## src/cpmr_pkg.sv

```systemverilog
// Package: constants and types for the programmer register set
package cpmr_pkg;

  localparam int DATA_W = 32;

  // Register byte offsets on the bus
  localparam logic [7:0] OFF_DATA0  = 8'h00; // data regs 0x00..0x1c
  localparam logic [7:0] OFF_ADDR0  = 8'h20; // address regs 0x20..0x3c
  localparam logic [7:0] OFF_PC     = 8'h40;
  localparam logic [7:0] OFF_USP    = 8'h44;
  localparam logic [7:0] OFF_ISP    = 8'h48;
  localparam logic [7:0] OFF_MSP    = 8'h4c;
  localparam logic [7:0] OFF_PSW    = 8'h50;
  localparam logic [7:0] OFF_VBASE  = 8'h54;
  localparam logic [7:0] OFF_SRCSP  = 8'h58;
  localparam logic [7:0] OFF_DSTSP  = 8'h5c;
  localparam logic [7:0] OFF_ICCTL  = 8'h60;
  localparam logic [7:0] OFF_ICADR  = 8'h64;
  localparam logic [7:0] OFF_IRQST  = 8'h68;
  localparam logic [7:0] OFF_IRQMSK = 8'h6c;
  localparam logic [7:0] OFF_XCTL   = 8'h70; // index select / long index size
  localparam logic [7:0] OFF_XVAL   = 8'h74; // selected index value, read only
  localparam logic [7:0] OFF_QUAD   = 8'h78; // high word of data pair

  // Status word fields
  localparam int PSW_C   = 0;
  localparam int PSW_V   = 1;
  localparam int PSW_Z   = 2;
  localparam int PSW_N   = 3;
  localparam int PSW_X   = 4;
  localparam int PSW_IPL = 8;  // three bits 10:8
  localparam int PSW_M   = 12;
  localparam int PSW_S   = 13;
  localparam int PSW_FULLTR = 14; // full trace
  localparam int PSW_FLOWTR = 15; // flow trace
  localparam logic [15:0] PSW_RST  = 16'h2700;
  localparam logic [15:0] PSW_MASK = 16'hf71f;

  // Interrupt status bits
  localparam int IRQ_TRACE = 0;
  localparam int IRQ_DENY  = 1;

  // Space codes
  localparam logic [2:0] SPC_UDATA = 3'h1;
  localparam logic [2:0] SPC_UPROG = 3'h2;
  localparam logic [2:0] SPC_SDATA = 3'h5;
  localparam logic [2:0] SPC_SPROG = 3'h6;

  typedef struct packed {
    logic       valid;  // one bus cycle in progress
    logic       prog;   // program fetch
    logic       altSrc; // alternate space, source
    logic       altDst; // alternate space, destination
  } cpmr_cyc_type;

  typedef struct packed {
    logic done;   // instruction retired
    logic flow;   // it changed program flow
  } cpmr_retire_type;

  typedef enum logic [1:0] {
    ST_IDLE = 2'b01,
    ST_DATA = 2'b10
  } cpmr_bus_type;

endpackage

```

## src/cpmr_regs.sv

```systemverilog
// Programmer-visible register set with AHB-Lite access
//
// Behaviour
// - Eight data and eight address registers, 32 bits each, plus a 32-bit PC.
// - Data regs take byte, word, long and paired 64-bit quad writes.
// - Address regs and stack pointers accept word and long writes as bases.
// - Any of the sixteen registers can be selected as index value.
// - A 16-bit status word holds a three-bit interrupt priority mask.
// - The status word holds extend, negative, zero, overflow and carry flags.
// - Two trace bits, supervisor bit, master bit; master selects supervisor stack.
// - Full trace set: trap after every retired instruction.
// - Flow trace set: trap only after change-of-flow instructions.
// - A 32-bit vector base register locates the exception table.
// - Three space code outputs encode user/supervisor and program/data each cycle.
// - Source and destination 3-bit alternate space registers set alternate codes.
// - A 32-bit cache control register gives control and status access.
// - A 32-bit cache address register holds the operation target address.
// - Separate 32-bit interrupt and master stack pointers besides user stack.
`timescale 1ns/1ps
module cpmr_regs
  import cpmr_pkg::*;
#(
  parameter int NREG = 8
) (
  input  wire logic             clk,
  input  wire logic             rst_b,
  input  wire logic             hsel,
  input  wire logic [31:0]      haddr,
  input  wire logic [1:0]       htrans,
  input  wire logic             hwrite,
  input  wire logic [2:0]       hsize,
  input  wire logic [31:0]      hwdata,
  input  wire logic             hready,
  output logic [31:0]           hrdata,
  output logic                  hreadyout,
  output logic                  hresp,
  input  wire cpmr_cyc_type     coreCycle,
  input  wire cpmr_retire_type  coreRetire,
  output logic [2:0]            space_code_outputs,
  output logic                  traceTrap,
  output logic [31:0]           indexValue,
  output logic [31:0]           activeStack,
  output logic [31:0]           vectorBase,
  output logic                  irq
);

  ////////////////////////////////////////////////////////////////////////////
  // Storage
  logic [31:0] data_regs [NREG];
  logic [31:0] address_regs_nonstack [NREG-1];
  logic [31:0] pcReg, uspReg, ispReg, mspReg, vbaseReg, icache_control_reg,
               icache_address_reg, quadHiReg;
  logic [15:0] processor_status_word;
  logic [2:0]  source_alt_space_reg, dest_alt_space_reg;
  logic [1:0]  irqStatReg, irqMaskReg;
  logic [3:0]  xSelReg;
  logic        xLongReg;

  // Address phase capture
  logic        wrPend_reg;
  logic [7:0]  wrAddr_reg;
  logic [2:0]  wrSize_reg;
  logic [1:0]  wrLane_reg;
  logic [7:0]  rdAddr_next;

  wire         addrPhase = hsel & hready & htrans[1];
  wire         supState  = processor_status_word[PSW_S];
  wire [7:0]   wa        = {wrAddr_reg[7:2], 2'b00};
  wire         isLong    = (wrSize_reg == 3'h2);
  wire         isWord    = (wrSize_reg == 3'h1);
  wire         isByte    = (wrSize_reg == 3'h0);

  // Merge sub-word writes into the old value; bytes/words sit on their lanes
  function automatic logic [31:0] merge(input logic [31:0] old, input logic [31:0] nw,
                                        input logic [2:0] sz, input logic [1:0] ln);
    logic [31:0] m;
    m = 32'hffffffff;
    if (sz == 3'h0)
      m = 32'h000000ff << {ln, 3'h0};
    else if (sz == 3'h1)
      m = 32'h0000ffff << {ln[1], 4'h0};
    merge = (old & ~m) | (nw & m);
  endfunction

  wire [31:0] mergedW = merge(32'h0, hwdata, wrSize_reg, wrLane_reg);

  ////////////////////////////////////////////////////////////////////////////
  // Write decode
  wire wrEn      = wrPend_reg;
  wire wrDataBk  = wrEn & (wa[7:5] == 3'h0);
  wire wrAddrBk  = wrEn & (wa[7:5] == 3'h1) & ~isByte;
  wire wrSp7     = wrAddrBk & (wa[4:2] == 3'h7);
  wire wrPsw     = wrEn & (wa == OFF_PSW);
  wire wrPswHi   = wrPsw & supState & (isLong | isWord | wrLane_reg[0]);
  wire wrSupOk   = wrEn & supState;
  wire supTarget = wrEn & ((wa == OFF_ISP) | (wa == OFF_MSP) | (wa == OFF_VBASE) |
                   (wa == OFF_SRCSP) | (wa == OFF_DSTSP) | (wa == OFF_ICCTL) |
                   (wa == OFF_ICADR));
  wire denied    = (supTarget | (wrPsw & (isLong | isWord | wrLane_reg[0]))) & ~supState;
  wire wrQuad    = wrEn & (wa == OFF_QUAD);

  // Active stack pointer: user, or interrupt/master by the master bit
  wire [1:0] spSel = {supState, processor_status_word[PSW_M]};
  assign activeStack = !supState ? uspReg :
                       (processor_status_word[PSW_M] ? mspReg : ispReg);

  ////////////////////////////////////////////////////////////////////////////
  // Bus phases
  always_ff @(posedge clk or negedge rst_b) begin
    if (!rst_b) begin
      wrPend_reg <= 1'b0;
      wrAddr_reg <= 8'h00;
      wrSize_reg <= 3'h0;
      wrLane_reg <= 2'h0;
    end else begin
      wrPend_reg <= addrPhase & hwrite;
      if (addrPhase) begin
        wrAddr_reg <= haddr[7:0];
        wrSize_reg <= hsize;
        wrLane_reg <= haddr[1:0];
      end
    end
  end

  assign hreadyout = 1'b1;
  assign hresp     = 1'b0;
  assign rdAddr_next = {haddr[7:2], 2'b00};

  ////////////////////////////////////////////////////////////////////////////
  // Register file writes
  genvar g;
  generate
    for (g = 0; g < NREG; g++) begin : gData
      always_ff @(posedge clk or negedge rst_b) begin
        if (!rst_b)
          data_regs[g] <= 32'h0;
        else if (wrDataBk && wa[4:2] == 3'(g))
          data_regs[g] <= merge(data_regs[g], hwdata, wrSize_reg, wrLane_reg);
        else if (wrQuad && xSelReg[2:0] == 3'(g))
          data_regs[g] <= hwdata;
      end
    end
    for (g = 0; g < NREG - 1; g++) begin : gAddr
      always_ff @(posedge clk or negedge rst_b) begin
        if (!rst_b)
          address_regs_nonstack[g] <= 32'h0;
        else if (wrAddrBk && wa[4:2] == 3'(g))
          address_regs_nonstack[g] <= isWord ? {{16{mergedW[31]}}, 16'h0} |
                                      32'(hwdata >> {wrLane_reg[1], 4'h0}) & 32'h0000ffff
                                      | {{16{hwdata[{wrLane_reg[1], 4'hf}]}}, 16'h0}
                                      : hwdata;
      end
    end
  endgenerate

  // Word writes to address regs sign-extend the written half
  function automatic logic [31:0] sext16(input logic [31:0] d, input logic hi);
    logic [15:0] h;
    h = hi ? d[31:16] : d[15:0];
    sext16 = {{16{h[15]}}, h};
  endfunction
  wire [31:0] spData = isWord ? sext16(hwdata, wrLane_reg[1]) : hwdata;

  always_ff @(posedge clk or negedge rst_b) begin
    if (!rst_b) begin
      pcReg    <= 32'h0;
      uspReg   <= 32'h0;
      ispReg   <= 32'h0;
      mspReg   <= 32'h0;
      vbaseReg <= 32'h0;
    end else begin
      if (wrEn && wa == OFF_PC)
        pcReg <= hwdata;
      if ((wrEn && wa == OFF_USP && !isByte) || (wrSp7 && spSel[1] == 1'b0))
        uspReg <= spData;
      if (wrSupOk && !isByte && (wa == OFF_ISP || (wrSp7 && spSel == 2'b10)))
        ispReg <= spData;
      if (wrSupOk && !isByte && (wa == OFF_MSP || (wrSp7 && spSel == 2'b11)))
        mspReg <= spData;
      if (wrSupOk && wa == OFF_VBASE)
        vbaseReg <= merge(vbaseReg, hwdata, wrSize_reg, wrLane_reg);
    end
  end

  always_ff @(posedge clk or negedge rst_b) begin
    if (!rst_b) begin
      processor_status_word <= PSW_RST;
      source_alt_space_reg  <= 3'h0;
      dest_alt_space_reg    <= 3'h0;
      icache_control_reg    <= 32'h0;
      icache_address_reg    <= 32'h0;
      quadHiReg             <= 32'h0;
      xSelReg               <= 4'h0;
      xLongReg              <= 1'b1;
    end else begin
      if (wrPsw && (isLong || isWord))
        processor_status_word <= (wrPswHi ? hwdata[15:0]
                                 : {processor_status_word[15:8], hwdata[7:0]})
                                 & PSW_MASK;
      else if (wrPsw && isByte && !wrLane_reg[0] && !wrLane_reg[1])
        processor_status_word[7:0] <= hwdata[7:0] & PSW_MASK[7:0];
      else if (wrPswHi && isByte)
        processor_status_word[15:8] <= hwdata[15:8] & PSW_MASK[15:8];
      if (wrSupOk && wa == OFF_SRCSP)
        source_alt_space_reg <= hwdata[2:0];
      if (wrSupOk && wa == OFF_DSTSP)
        dest_alt_space_reg <= hwdata[2:0];
      if (wrSupOk && wa == OFF_ICCTL)
        icache_control_reg <= hwdata;
      if (wrSupOk && wa == OFF_ICADR)
        icache_address_reg <= hwdata;
      if (wrQuad)
        quadHiReg <= hwdata;
      if (wrEn && wa == OFF_XCTL) begin
        xSelReg  <= hwdata[3:0];
        xLongReg <= hwdata[4];
      end
    end
  end

  ////////////////////////////////////////////////////////////////////////////
  // Index selection: word index is sign-extended low half
  wire [31:0] xRaw = xSelReg[3] ? (xSelReg[2:0] == 3'h7 ? activeStack
                                   : address_regs_nonstack[xSelReg[2:0]])
                                : data_regs[xSelReg[2:0]];
  wire [31:0] xVal = xLongReg ? xRaw : {{16{xRaw[15]}}, xRaw[15:0]};

  // Space code: alternate registers override the state-derived code
  wire [2:0] spcState = supState ? (coreCycle.prog ? SPC_SPROG : SPC_SDATA)
                              : (coreCycle.prog ? SPC_UPROG : SPC_UDATA);
  wire [2:0] spcNext  = !coreCycle.valid ? 3'h0 :
                        (coreCycle.altSrc ? source_alt_space_reg :
                         coreCycle.altDst ? dest_alt_space_reg : spcState);

  // Trace: full trace on every retirement, flow trace on flow changes only
  wire traceNext = coreRetire.done & (processor_status_word[PSW_FULLTR] |
                   (processor_status_word[PSW_FLOWTR] & coreRetire.flow));

  wire [1:0] irqEvt = {denied, traceNext};
  wire       wrIrqSt = wrEn & (wa == OFF_IRQST);

  always_ff @(posedge clk or negedge rst_b) begin
    if (!rst_b) begin
      space_code_outputs <= 3'h0;
      traceTrap          <= 1'b0;
      indexValue         <= 32'h0;
      irqStatReg         <= 2'h0;
      irqMaskReg         <= 2'h0;
    end else begin
      space_code_outputs <= spcNext;
      traceTrap          <= traceNext;
      indexValue         <= xVal;
      irqStatReg         <= (irqStatReg & ~(wrIrqSt ? hwdata[1:0] : 2'h0)) | irqEvt;
      if (wrEn && wa == OFF_IRQMSK)
        irqMaskReg <= hwdata[1:0];
    end
  end

  assign irq        = |(irqStatReg & irqMaskReg);
  assign vectorBase = vbaseReg;

  ////////////////////////////////////////////////////////////////////////////
  // Read mux, registered in the data phase
  logic [31:0] rdMux;
  always_comb begin
    rdMux = 32'h0;
    if (rdAddr_next[7:5] == 3'h0)
      rdMux = data_regs[rdAddr_next[4:2]];
    else if (rdAddr_next[7:5] == 3'h1)
      rdMux = (rdAddr_next[4:2] == 3'h7) ? activeStack
                                         : address_regs_nonstack[rdAddr_next[4:2]];
    else begin
      unique case (rdAddr_next)
        OFF_PC:     rdMux = pcReg;
        OFF_USP:    rdMux = uspReg;
        OFF_ISP:    rdMux = ispReg;
        OFF_MSP:    rdMux = mspReg;
        OFF_PSW:    rdMux = {16'h0, processor_status_word};
        OFF_VBASE:  rdMux = vbaseReg;
        OFF_SRCSP:  rdMux = {29'h0, source_alt_space_reg};
        OFF_DSTSP:  rdMux = {29'h0, dest_alt_space_reg};
        OFF_ICCTL:  rdMux = icache_control_reg;
        OFF_ICADR:  rdMux = icache_address_reg;
        OFF_IRQST:  rdMux = {30'h0, irqStatReg};
        OFF_IRQMSK: rdMux = {30'h0, irqMaskReg};
        OFF_XCTL:   rdMux = {27'h0, xLongReg, xSelReg};
        OFF_XVAL:   rdMux = xVal;
        OFF_QUAD:   rdMux = quadHiReg;
        default:    rdMux = 32'h0;
      endcase
    end
  end

  always_ff @(posedge clk or negedge rst_b) begin
    if (!rst_b)
      hrdata <= 32'h0;
    else if (addrPhase && !hwrite)
      hrdata <= rdMux;
  end

  ////////////////////////////////////////////////////////////////////////////
  // Checks
  property p_trace_full;
    @(posedge clk) disable iff (!rst_b)
      (coreRetire.done && processor_status_word[PSW_FULLTR]) |=> traceTrap;
  endproperty
  a_trace_full: assert property (p_trace_full) else $error("full trace missed");

  property p_trace_flow;
    @(posedge clk) disable iff (!rst_b)
      (coreRetire.done && !processor_status_word[PSW_FULLTR] && !coreRetire.flow) |=> !traceTrap;
  endproperty
  a_trace_flow: assert property (p_trace_flow) else $error("flow trace spurious");

  property p_user_space;
    @(posedge clk) disable iff (!rst_b)
      (coreCycle.valid && !supState && !coreCycle.altSrc && !coreCycle.altDst)
      |=> !space_code_outputs[2];
  endproperty
  a_user_space: assert property (p_user_space) else $error("user cycle shows supervisor");

  property p_alt_src;
    @(posedge clk) disable iff (!rst_b)
      (coreCycle.valid && coreCycle.altSrc) |=> space_code_outputs == $past(source_alt_space_reg);
  endproperty
  a_alt_src: assert property (p_alt_src) else $error("alternate source code wrong");

  property p_vbase_guard;
    @(posedge clk) disable iff (!rst_b)
      (wrEn && wa == OFF_VBASE && !supState) |=> $stable(vbaseReg);
  endproperty
  a_vbase_guard: assert property (p_vbase_guard) else $error("user wrote vector base");

  property p_deny_flag;
    @(posedge clk) disable iff (!rst_b)
      denied |=> irqStatReg[IRQ_DENY];
  endproperty
  a_deny_flag: assert property (p_deny_flag) else $error("denied write not flagged");

  property p_stack_sel;
    @(posedge clk) disable iff (!rst_b)
      (supState && processor_status_word[PSW_M]) |-> activeStack == mspReg;
  endproperty
  a_stack_sel: assert property (p_stack_sel) else $error("master stack not active");

  property p_index;
    @(posedge clk) disable iff (!rst_b)
      (xLongReg && !xSelReg[3]) ##1 $stable(xSelReg) |-> indexValue == $past(data_regs[xSelReg[2:0]]);
  endproperty
  a_index: assert property (p_index) else $error("index value wrong");

  property p_space_idle;
    @(posedge clk) disable iff (!rst_b)
      !coreCycle.valid |=> space_code_outputs == 3'h0;
  endproperty
  a_space_idle: assert property (p_space_idle) else $error("space code without cycle");

  property p_sup_space;
    @(posedge clk) disable iff (!rst_b)
      (coreCycle.valid && supState && !coreCycle.altSrc && !coreCycle.altDst)
      |=> space_code_outputs[2];
  endproperty
  a_sup_space: assert property (p_sup_space) else $error("supervisor cycle shows user");

  property p_alt_dst;
    @(posedge clk) disable iff (!rst_b)
      (coreCycle.valid && !coreCycle.altSrc && coreCycle.altDst)
      |=> space_code_outputs == $past(dest_alt_space_reg);
  endproperty
  a_alt_dst: assert property (p_alt_dst) else $error("alternate destination code wrong");

  // User state may touch the flags but never the control byte
  property p_psw_guard;
    @(posedge clk) disable iff (!rst_b)
      (wrPsw && !supState) |=> $stable(processor_status_word[15:8]);
  endproperty
  a_psw_guard: assert property (p_psw_guard) else $error("user wrote status high byte");

endmodule

```

## config.mk

```make
export PLATFORM = sky130hd
export DESIGN_NAME = cpmr_regs
export DESIGN_NICKNAME = d
export VERILOG_FILES = /design/src/cpmr_pkg.sv /design/src/cpmr_regs.sv
export SDC_FILE = /design/constraint.sdc
export NUM_CORES = 2
export LEC_CHECK = 0
export BUFFER_PORTS_ARGS = -buffer_cell sky130_fd_sc_hd__buf_2
export CORE_ASPECT_RATIO = 1.2
export CORE_MARGIN = 2
export CORE_UTILIZATION = 35
export CTS_BUF_LIST = sky130_fd_sc_hd__clkbuf_8
export CTS_CLUSTER_DIAMETER = 100
export DETAILED_ROUTE_END_ITERATION = 16
export HOLD_SLACK_MARGIN = 0.05
export PLACE_DENSITY = 0.55
export SLEW_MARGIN = 20
export SYNTH_ARGS = -nofsm -noshare
export SYNTH_HDL_FRONTEND = slang
export SYNTH_SLANG_ARGS = --single-unit
```

## constraint.sdc

```tcl
create_clock -name clk -period 1.9 [get_ports clk]
set_input_delay 0.38 -clock clk [delete_from_list [all_inputs] [get_ports clk]]
set_output_delay 0.38 -clock clk [all_outputs]
set_load 0.01 [all_outputs]
```

==> flow_metrics.tcl <==
set metrics [dict create \
    cts_tree "built" \
    yosys_warnings 0 \
    grt_max_degree 73 \
    ys_async_sr_fraction 1.00 \
    port_buffers 187 \
    max_cap_viol_count 0 \
    antenna_found_initial 11 \
    synthCells 3577 \
    slew_viol_final 0 \
    fin_skew_ns 0.0514 \
    pwr-share-clk 0.372 \
    rrSetupSlack_ns -0.72 \
    power.switching_mw 14.3 \
    yosysUniqueCellTypes 93 \
    routedWlPerCell_um 33.1 \
    leakage_nw 25.9 \
    die_height_um 387 \
    wl_met3_um 20100 \
    drt-vias-per-instance 5.99 \
    gp_congestion 0.986 \
    rr_startpoint "processor_status_word[13]" \
    die_width_um 323 \
    setup_tns_ns -285.12 \
    r2r-end "hrdata[13]" \
    highest_layer "met5" \
    rows 140 \
    antenna_left 0 \
    cp_data_required_time_ns 1.52 \
    violations "setup timing" \
    first_iter_violations 4304 \
    cpMaxStageDelayCell "dfrtp_4" \
    core-area_sq_um 121000 \
    finalNetCount 4647 \
    status "finished with violations" \
    powerDensity_nw_per_um2 790 \
    stdcell_count 6322 \
    hold-path-cell-count 2 \
    grt.overflow.total 0 \
    worstSetupPathType "reg2out" \
    ios 215 \
    p_int_mw 33.2 \
    numCtsBuffers 151 \
    syn_area_per_cell_sq_um 12.0 \
    setup_slack_ns -0.983 \
    synth_edf_count 0 \
    cp_slowest_stage_delay_ns 0.59 \
    period_share 1.52 \
    p_total_mw 47.5 \
    max_slew_margin 0.340 \
    via_count 37869 \
    end_kind "primary output" \
    finalSetupViolations 891 \
    ir_drop_mv 0.526 \
    final-hold-violation-count 0 \
    htreeDepth 4 \
    ys_ff_latch 843 \
    arrival_ns 2.50 \
    fin_crit_ns 2.88 \
    rsz0062_at_grt "yes" \
    placedCellCount 5825 \
    tightest_slew_ns 0.985 \
    hp-start "hwdata[2]" \
    dp_hpwl_um 141000 \
    clock-sinks 843 \
    hold_path.class "in2reg" \
    syn_area_sq_um 42800 \
    routed_wl_um 209000 \
    seq_power_share 0.437 \
    ctsRootBufferMaster "clkbuf_8" \
    area_growth_pct 40.3 \
    clk_latency_ns 0.90 \
    ctsLongestPathBuffers 3 \
    syn-num-nets 3657 \
    synthFlopType "dfrtp_1" \
    fmax_mhz 347 \
    start_util 0.353 \
    final_cell_mix "dfrtp_1, buf_4, mux2_2, nor2_1, a21oi_1" \
    crit_path_cell_trace "buf_12 > buf_12 > mux2i_4 > a21oi_4 > buf_6 > buf_6" \
    clk_pin_slew_ns 0.07 \
    comb_power_share 0.190 \
    cp_max_fo 6 \
    ys_seq_area_frac 0.493 \
    layout_commonest_cell "dfrtp_1" \
    track_usage 0.311 \
    reg2reg_depth 8 \
    dr.pass1.iters 6 \
    drive_gt1_frac 0.488 \
    die-area_sq_um 125000 \
    grt_pass1_wl_um 276000 \
    post-route-drc-count 0 \
    grt_pass1_vias 36942 \
    dp_slack_ns -0.787 \
    met1_length_um 76200 \
    route.met2.wl_um 94200 \
    cp-start-kind "register" \
    holdWs_ns 0.142 \
    swShare 0.301 \
]
## cell usage after synthesis (47+ instances only)
library cell / count / area (sq um)
mux2i_1: 196 / 1960
buf_2: 96 / 480
nand3_1: 47 / 235
clkbuf_1: 114 / 428
nor2_1: 307 / 1150
nand2_1: 212 / 796
mux4_2: 189 / 4260
a21oi_1: 299 / 1500
a22oi_1: 86 / 646
o21ai_0: 130 / 651
dfrtp_1: 838 / 21000
mux2_2: 467 / 5260
## stage by stage
stage	cell area, sq um	utilization
after global routing	60100	0.495
final	60100	0.495
after global placement	52000	0.428
after detailed placement	52000	0.428
after CTS	57200	0.471
after floorplan	43600	-
## logic make-up after synthesis
kind of cell	after synthesis	share of synthesized area
AOI/OAI and AO/OA	794	0.118
buffers and inverters	332	0.0397
and+or+nand+nor	746	0.0795
xor gates and xnor gates	1	0.000204
muxes	859	0.270
DFF	843	0.493
other	2	0.000175
## power by group through the flow
stage                     combinational (mW)  clock (mW)  sequential (mW)
after global routing                    9.48        18.7             20.9
after floorplan                         4.08           0             20.5
after global placement                  7.89           0             20.9
after detailed placement                7.99           0             21.0
final                                   9.04        17.7             20.8
after CTS                               8.47        17.8             20.7
## layout make-up
type	count	area, sq um
Antenna cell	6	15.0
Clock buffer	192	2640
Clock inverter	77	423
Fill cell	10772	61300
Inverter	41	154
Multi-Input combinational cell	2403	22400
Sequential cell	843	21100
Tap cell	1633	2040
Timing Repair Buffer	1127	11300
## worst max-delay path, delay by kind of cell (launching register included)
kind,cells,cell delay (ns)
compound gates,1,0.24
buf+inv,4,0.57
flops,1,0.59
mux,1,0.19
## worst max-delay path by stage
stage                                   start             end  slack (ns)  cells after the start
floorplan           processor_status_word[13]      hrdata[29]       -0.15                      7
global placement                     haddr[2]      hrdata[28]       -0.71                     10
detailed placement                   haddr[2]      hrdata[28]       -0.79                     10
CTS                 processor_status_word[12]  activeStack[0]       -1.04                      6
global route        processor_status_word[12]  activeStack[0]        -1.0                      6
finish              processor_status_word[12]  activeStack[0]       -0.98                      6
## timing repair
item                                   in CTS  in global routing
resized for setup                         246                384
endpoints found under the hold margin    1017                 14
pin swaps                                  65                 99
hold buffers                               42                  2
setup endpoints to repair                 907                902
setup buffers                              67                 82
gates cloned                                7                 36
## metal layers
metal | vias to the layer above | global-route usage
met2 | 2371 | 0.493
li1 | 15296 | -
met4 | 16 | 0.202
met5 | - | 0
met1 | 19429 | 0.381
met3 | 757 | 0.0693
Power figures use the tool's default switching activity.
